$ cat config.mk
export PLATFORM = sky130hd
export DESIGN_NAME = sarrd_top
export DESIGN_NICKNAME = d
export VERILOG_FILES = /design/src/hw/sarrd_pkg.sv /design/src/hw/sarrd_top.sv
export VERILOG_INCLUDE_DIRS = /design/src /design/src/hw
export SDC_FILE = /design/constraint.sdc
export NUM_CORES = 1
export LEC_CHECK = 0
export BUFFER_PORTS_ARGS = -buffer_cell sky130_fd_sc_hd__buf_2
export CAP_MARGIN = 30
export CORE_MARGIN = 10
export CORE_UTILIZATION = 53
export CTS_CLUSTER_SIZE = 25
export DETAILED_ROUTE_END_ITERATION = 16
export GPL_TIMING_DRIVEN = 0
export PLACE_DENSITY = 0.71
export SETUP_SLACK_MARGIN = 0.05
export SKIP_CTS_REPAIR_TIMING = 1
export SLEW_MARGIN = 10
export SYNTH_ARGS = -nofsm -noshare
export SYNTH_HDL_FRONTEND = slang
export SYNTH_SLANG_ARGS = --single-unit
$ cat constraint.sdc
create_clock -name clk_in -period 1.98 [get_ports clk_in]
set_clock_uncertainty 0.15 [all_clocks]
set_input_delay 0.099 -clock clk_in [delete_from_list [all_inputs] [get_ports clk_in]]
set_output_delay 0.099 -clock clk_in [all_outputs]
set_load 0.02 [all_outputs]
$ cat src/hw/sarrd_defines.svh
// Constants for the serial readout sequencer of the 12-bit SAR converter
// Notes on behaviour
// - Select falling edge samples input, starts conversion
// - Result bits shift out during conversion
// - Frame is four zeros then 12 bits MSB-first
// - Select fall and falls 1-3 present zeros
// - Fourth clock fall presents MSB, then lower bits
// - Sixteenth clock fall floats the data output
// - Conversion completes on sixteenth clock fall
// - Acquisition starts at rise after 13th fall
// - Early select rise skips acquisition, next invalid
// - Select rise mid-frame aborts and floats output
// - Rise between falls 2 and 10 powers down
// - Dummy cycle over 10 falls wakes device
// - Full power needs 1 us after wake
`ifndef SARRD_DEFINES_SVH
`define SARRD_DEFINES_SVH

// =============================================================
// Frame layout
`define SARRD_FRAME_BITS   16
`define SARRD_LEAD_ZEROS   4
`define SARRD_RES_BITS     12
`define SARRD_LAST_FALL    5'h10
`define SARRD_ACQ_FALL     5'h0d
`define SARRD_PD_FIRST     5'h02
`define SARRD_PD_LAST      5'h0a
`define SARRD_WAKE_FALLS   5'h0a

// =============================================================
// Timing
`define SARRD_CLK_NS       40
`define SARRD_WAKE_NS      1000
`define SARRD_WAKE_CYC     ((`SARRD_WAKE_NS + `SARRD_CLK_NS - 1) / `SARRD_CLK_NS)
`define SARRD_QUIET_NS     40

`endif

$ cat src/hw/sarrd_pkg.sv
// Types shared by the serial readout sequencer
package sarrd_pkg;

    // =============================================================
    // Frame state, Gray coded along idle -> frame -> tail
    typedef enum logic [1:0] {
        SARRD_IDLE  = 2'b00,
        SARRD_FRAME = 2'b01,
        SARRD_TAIL  = 2'b11
    } sarrd_state_t;

    // =============================================================
    // Host-driven pins after synchronisation
    typedef struct packed {
        logic sel_n;  // Conversion select, active low
        logic sclk;   // Serial clock
    } sarrd_pins_t;

endpackage

$ cat src/hw/sarrd_top.sv
// Serial conversion and readout sequencer of a 12-bit SAR converter
`timescale 1ns/1ps
`include "sarrd_defines.svh"

module sarrd_top
    import sarrd_pkg::*;
#(
    parameter int RES_W = `SARRD_RES_BITS
) (
    // Clock and reset
    input  wire logic             clk_in,
    input  wire logic             rst_in,
    // Host pins
    input  wire logic             select_n_in,
    input  wire logic             serial_clk_in,
    // Digitised analog input level
    input  wire logic [RES_W-1:0] analog_input_in,
    // Serial data pin
    output logic                  serial_data_out_out,
    output logic                  serial_data_oe_out,
    // Status
    output logic                  acquiring_out,
    output logic                  powered_down_out,
    output logic                  frame_valid_out
);

    localparam int FW = `SARRD_FRAME_BITS;

    // =============================================================
    // Synchronisers
    // The input level is read only at a select fall, and the host holds it
    // steady there, so a per-bit two-flop copy cannot tear the sample.
    sarrd_pins_t      pin_s1_q;   // First stage, read by second only
    sarrd_pins_t      pin_s2_q;   // Safe copy
    sarrd_pins_t      pin_s3_q;   // Delayed copy for edge finding
    logic [RES_W-1:0] ain_s1_q;   // Input level, first stage
    logic [RES_W-1:0] ain_s2_q;   // Input level, safe copy

    // Two flops per pin before any logic looks at it
    always_ff @(posedge clk_in or posedge rst_in) begin
        if (rst_in) begin
            pin_s1_q <= '{sel_n: 1'b1, sclk: 1'b0};
            pin_s2_q <= '{sel_n: 1'b1, sclk: 1'b0};
            pin_s3_q <= '{sel_n: 1'b1, sclk: 1'b0};
            ain_s1_q <= '0;
            ain_s2_q <= '0;
        end else begin
            pin_s1_q <= '{sel_n: select_n_in, sclk: serial_clk_in};
            pin_s2_q <= pin_s1_q;
            pin_s3_q <= pin_s2_q;
            ain_s1_q <= analog_input_in;
            ain_s2_q <= ain_s1_q;
        end
    end

    // Edge finders on the delayed and current synchronised copies;
    // a pin edge shows here two clk_in edges after it happens.
    function automatic logic went_low(input logic was, input logic cur);
        return was & ~cur;
    endfunction

    function automatic logic went_high(input logic was, input logic cur);
        return ~was & cur;
    endfunction

    // Edge events, one clk_in cycle each
    logic sel_fall;  // Select went low
    logic sel_rise;  // Select went high
    logic sck_fall;  // Serial clock fell
    logic sck_rise;  // Serial clock rose
    assign sel_fall = went_low(pin_s3_q.sel_n, pin_s2_q.sel_n);
    assign sel_rise = went_high(pin_s3_q.sel_n, pin_s2_q.sel_n);
    assign sck_fall = went_low(pin_s3_q.sclk, pin_s2_q.sclk);
    assign sck_rise = went_high(pin_s3_q.sclk, pin_s2_q.sclk);

    // =============================================================
    // Frame sequencing
    sarrd_state_t     state_q;  // Frame state
    logic [4:0]       fall_q;   // Clock falls seen this frame
    logic [FW-1:0]    word_q;   // Outgoing word, MSB at top
    logic             in_frame;     // Frame open and data driven
    logic [4:0]       fall_d;       // Count after this fall
    logic             frame_start;  // Select fall accepted from idle

    assign in_frame    = (state_q == SARRD_FRAME);
    assign fall_d      = fall_q + 5'h01;
    // A select fall outside idle is refused, so only this one opens a frame
    assign frame_start = (state_q == SARRD_IDLE) && sel_fall;

    // Select edges outrank clock edges seen in the same cycle
    always_ff @(posedge clk_in or posedge rst_in) begin
        if (rst_in) begin
            state_q <= SARRD_IDLE;
            fall_q  <= '0;
            word_q  <= '0;
        end else if (sel_rise) begin
            state_q <= SARRD_IDLE;
            fall_q  <= '0;
        end else begin
            unique case (state_q)
                // Waiting for the host to open a frame
                SARRD_IDLE: begin
                    if (sel_fall) begin
                        state_q <= SARRD_FRAME;
                        fall_q  <= '0;
                        // Leading zeros above the held sample
                        word_q  <= {{`SARRD_LEAD_ZEROS{1'b0}}, ain_s2_q};
                    end
                end
                // Shifting out while the conversion runs
                SARRD_FRAME: begin
                    if (sck_fall) begin
                        fall_q <= fall_d;
                        word_q <= {word_q[FW-2:0], 1'b0};
                        if (fall_d == `SARRD_LAST_FALL) begin
                            state_q <= SARRD_TAIL;
                        end
                    end
                end
                // Conversion done, output floated until select rises
                SARRD_TAIL: begin
                    if (sck_fall && fall_q != 5'h1f) begin
                        fall_q <= fall_d;  // Extra clocks only counted
                    end
                end
            endcase
        end
    end

    // =============================================================
    // Serial data pin
    // Drives word bit 15 at select fall, then one lower bit per fall
    // Data still shifts out while powered down; only the validity flag
    // tells the host that such a frame is not to be trusted.
    always_ff @(posedge clk_in or posedge rst_in) begin
        if (rst_in) begin
            serial_data_out_out <= 1'b0;
            serial_data_oe_out  <= 1'b0;
        end else if (sel_rise) begin
            serial_data_oe_out  <= 1'b0;
            serial_data_out_out <= 1'b0;
        end else if (frame_start) begin
            serial_data_oe_out  <= 1'b1;
            serial_data_out_out <= 1'b0;
        end else if (in_frame && sck_fall) begin
            if (fall_d == `SARRD_LAST_FALL) begin
                serial_data_oe_out  <= 1'b0;
                serial_data_out_out <= 1'b0;
            end else begin
                // Falls 1-3 give zeros, fall 4 the MSB onward
                serial_data_out_out <= word_q[FW-2];
            end
        end
    end

    // =============================================================
    // Acquisition tracking
    // Acquisition lasts from the first rise after fall 13 to the next
    // sample; a select rise before it leaves the next frame unusable.
    // Blocked while powered down: the front end is asleep then.
    always_ff @(posedge clk_in or posedge rst_in) begin
        if (rst_in) begin
            acquiring_out <= 1'b0;
        end else if (frame_start) begin
            acquiring_out <= 1'b0;  // Sampling ends acquisition
        end else if (state_q != SARRD_IDLE && !sel_rise && sck_rise
                     && fall_q >= `SARRD_ACQ_FALL && !powered_down_out) begin
            acquiring_out <= 1'b1;
        end
    end

    // Validity of the frame now being sent
    always_ff @(posedge clk_in or posedge rst_in) begin
        if (rst_in) begin
            frame_valid_out <= 1'b0;
        end else if (frame_start) begin
            // No acquisition in the last frame means stale charge
            frame_valid_out <= acquiring_out && !powered_down_out;
        end
    end

    // =============================================================
    // Power-down and wake-up
    localparam logic [5:0] WAKE_CYC = 6'(`SARRD_WAKE_CYC);
    logic       wake_arm_q;  // Dummy cycle passed its tenth fall
    logic [5:0] wake_cnt_q;  // Cycles since dummy select fall
    logic       pd_enter;

    // Window excludes the 10th fall itself; edge timing is the host's worry
    assign pd_enter = sel_rise && in_frame
                      && fall_q >= `SARRD_PD_FIRST && fall_q < `SARRD_PD_LAST;

    // Dummy-cycle progress and the power-up delay count
    // Arm drops on a fresh entry, so a cut dummy must start over
    always_ff @(posedge clk_in or posedge rst_in) begin
        if (rst_in) begin
            wake_arm_q <= 1'b0;
            wake_cnt_q <= '0;
        end else if (!powered_down_out || pd_enter) begin
            wake_arm_q <= 1'b0;
            wake_cnt_q <= '0;
        end else if (frame_start) begin
            wake_cnt_q <= 6'h01;  // Delay counts from dummy select fall
        end else begin
            if (in_frame && sck_fall && fall_d > `SARRD_WAKE_FALLS) begin
                wake_arm_q <= 1'b1;
            end
            if (wake_cnt_q != 6'h00 && wake_cnt_q != WAKE_CYC) begin
                wake_cnt_q <= wake_cnt_q + 6'h01;
            end
        end
    end

    // Entry wins over a wake finishing in the same cycle,
    // since a host that cut the frame that early meant to sleep
    always_ff @(posedge clk_in or posedge rst_in) begin
        if (rst_in) begin
            powered_down_out <= 1'b0;
        end else if (pd_enter) begin
            powered_down_out <= 1'b1;
        end else if (wake_arm_q && wake_cnt_q == WAKE_CYC) begin
            powered_down_out <= 1'b0;
        end
    end

endmodule

==> flow_metrics.tcl <==
set metrics [dict create \
    outcome "finished clean" \
    fmax_mhz 522.2 \
    holdPathEnd "ain_s2_q[2]$_DFF_PP0_" \
    die_area_um2 8189 \
    die_h_um 90.50 \
    synthCells 218 \
    firstDrtPassIters 4 \
    track_usage 0.1140 \
    clockPowerShare 0.350 \
    die_w_um 90.50 \
    wirelength_mm 5.044 \
    drcViolationCount 0 \
    criticalPathCategory "register to register" \
    syn_area_um2 2634 \
    syn2layout_area_growth_pct 30.02 \
    pwr-share-comb 0.196 \
    hp-class "register to register" \
    syn_area_per_cell_um2 12.08 \
    min_from "ain_s1_q[2]$_DFF_PP0_" \
    endpoint_kind "register" \
    final_core_util 0.7203 \
    io_buffers 20 \
    period_share 0.9672 \
    max-slew-margin-rel 0.4954 \
    cts_sinks 64 \
    wire_per_inst_um 14.37 \
    drv_cap 0 \
    syn-num-nets 243 \
    drv_slew 0 \
    min_path_cells 0 \
    ys_warn_count 0 \
    ff2ff_setup_slack_ns 0.06 \
    synth_common_cells "dfrtp_1, nor2_1, inv_1, mux2i_1, a21oi_2" \
    critPathMaxStageDelay_ns 0.55 \
    critPathMaxFanout 10 \
    worstReg2RegEnd "word_q[3]$_DFFE_PP0P_" \
    ios 21 \
    finalHoldViolCount 0 \
    ys_ff_latch 64 \
    cp-start-kind "register" \
    worst_pin_slew_ns 0.7568 \
    vias_per_cell 5.043 \
    worstPathRequired_ns 2.09 \
    synth_most_common_cell "dfrtp_1" \
    ys_seq_area_frac 0.6095 \
    p_leak_nw 1.592 \
    num-fill-cells 338 \
    vias 1770 \
    layout.cells.non_filler 351 \
    synth_top_flop_cell "dfrtp_1" \
    rsz0062_at_grt "true" \
    cts_htree_levels 3 \
    grt_pass1_vias 1719 \
    clock_latency_ns 0.33 \
    tns_ns 0 \
    switching_share 0.2713 \
    hpwlAfterDp_mm 2.809 \
    crit_arrival_ns 2.03 \
    synthArstFlopShare 1.000 \
    synth_cell_types 37 \
    finalSetupViolCount 0 \
    antenna_found_initial 0 \
    yosys.area.top_type "dfrtp_1" \
    n_antenna_cell 0 \
    critPathSlowestCell "dfstp_2" \
    cts_buffers 9 \
    start_util 0.5539 \
    synth_top_area_frac 0.5796 \
    antenna_left 0 \
    first_iter_violations 84 \
    synth_edf_count 0 \
    worstReg2RegStart "pin_s3_q[1]$_DFF_PP1_" \
    pre_cts_ws_ns -0.1116 \
    grt_overflow 0 \
    gp_congestion 0.8526 \
    grt_pass1_wl_mm 7.576 \
    grt_max_degree 65 \
    cts_tree "built" \
    powerDensity_nw_per_um2 1040 \
    drive_above_1_share 0.3239 \
    core_um2 4755 \
    path_clk_slew_ns 0.07 \
    layout_setup_ws_ns 0.06485 \
    cts_root_buf "clkbuf_8" \
    clock_path_buffers 2 \
    irDropWorstVdd_uv 604.7 \
    holdWs_ns 0.1949 \
    seq_power_share 0.454 \
    min_period_ns 1.915 \
    final_nets 305 \
    r2r_cells 7 \
    placed_cells 305 \
    p_int_w 0.002595 \
    p_sw_w 0.0009659 \
    rows 25 \
    crit_chain "ha_4 -> or3b_1 -> buf_6 -> a21oi_4 -> buf_6 -> nor2_1 -> a21oi_2" \
    crit_top_cell "buf_6" \
    synth.area.top_cells "dfrtp_1, mux2i_1, ha_1" \
]
==> logic make-up (layout without fill, tap and decap cells) <==
kind of cell | after synthesis | count (layout) | synth area share
AND/OR/NAND/NOR | 63 | 63 | 0.1221
adder cells (fa/ha/maj) | 9 | 9 | 0.04276
buffers and inverters | 24 | 90 | 0.04608
flip-flops | 64 | 64 | 0.6095
multiplexers | 16 | 16 | 0.06176
AO/OA/AOI/OAI | 36 | 36 | 0.09786
XOR/XNOR | 6 | 6 | 0.01996
==> per-stage QoR <==
step                total power [W]  cell area (um2)
CTS                        0.003466             3043
finish                     0.003561             3425
global placement           0.002182             2820
detailed placement         0.002209             2823
global route               0.003775             3425
floorplan                  0.002059             2636
==> power by group through the flow <==
stage               combinational [W]  clock [W]  sequential, W
finish                       0.000697    0.00125        0.00162
global route                 0.000785    0.00135        0.00164
CTS                          0.000574    0.00128        0.00162
detailed placement           0.000570          0        0.00164
global placement             0.000552          0        0.00163
floorplan                    0.000439          0        0.00162
==> routing by layer <==
layer  share of wire  track usage  vias up
met5               0            0        -
met4           0.019      0.07029        0
met3           0.057      0.04738        9
met1            0.44       0.1320      863
li1                -            -      854
met2            0.48       0.1713       44
==> state kept, by name, indices dropped and copies added, names as in the netlist <==
name / cells
wake_cnt_q: 6
frame_valid_out: 1
ain_s2_q: 12
serial_data_oe_out: 1
pin_s1_q: 2
serial_data_out_out: 1
pin_s3_q: 2
acquiring_out: 1
fall_q: 5
state_q: 2
wake_arm_q: 1
word_q: 15
ain_s1_q: 12
powered_down_out: 1
pin_s2_q: 2
==> area by class of cell <==
cell class              instances  area (um2)  share of cell area
repair buffers                 51       377.9              0.1103
clock buffers                  12       155.1             0.04531
inverters                      16       62.56             0.01827
plain buffers                   8       77.57             0.02265
flip-flops and latches         64        1608              0.4695
well taps                      67       83.83             0.02448
clock inverters                 3       65.06             0.01900
multi-input cells             130       994.7              0.2905
==> how the worst max path moves through the flow <==
stage	start	endpoint	slack, ns	cells past startpoint
after global placement	rst_in	wake_cnt_q[3]$_DFFE_PP0P_	-0.60	2
after CTS	fall_q[1]$_DFFE_PP0P_	fall_q[1]$_DFFE_PP0P_	-0.13	7
after global routing	fall_q[1]$_DFFE_PP0P_	fall_q[4]$_DFFE_PP0P_	-0.008	8
after floorplan	fall_q[1]$_DFFE_PP0P_	fall_q[1]$_DFFE_PP0P_	0.06	7
after detailed placement	fall_q[1]$_DFFE_PP0P_	fall_q[1]$_DFFE_PP0P_	-0.11	7
final	pin_s3_q[1]$_DFF_PP1_	word_q[3]$_DFFE_PP0P_	0.06	7
==> worst max-delay path: cells and delay by family (launching register included) <==
kind	cells	cell delay, ns
fa+ha+maj	1	0.13
simple gates	2	0.40
buf+inv	2	0.31
compound gates	2	0.30
flops	1	0.55
==> cells in the final DEF, fill, tap and decap left out, drive strengths merged <==
cell type,Yosys,final
nor3b,1,1
nand2,11,11
bufinv,0,2
ha,9,9
and2,1,1
inv,16,16
nor2b,4,4
a41o,1,1
nand2b,2,2
buf,7,44
dlygate4sd3,0,15
clkinv,0,1
nand3,8,8
mux2,2,2
dfstp,3,3
a211oi,1,1
o22ai,1,1
or4,1,1
or3b,1,1
o311ai,1,1
dfrtp,61,61
xnor2,3,3
a221oi,1,1
o21a,2,2
nand4bb,1,1
clkbuf,1,12
mux2i,14,14
nand3b,3,3
nor2,23,23
nand4,2,2
a21oi,20,20
or4b,1,1
xor2,3,3
and3,4,4
o21ai,9,9
Power figures use the tool's default switching activity.
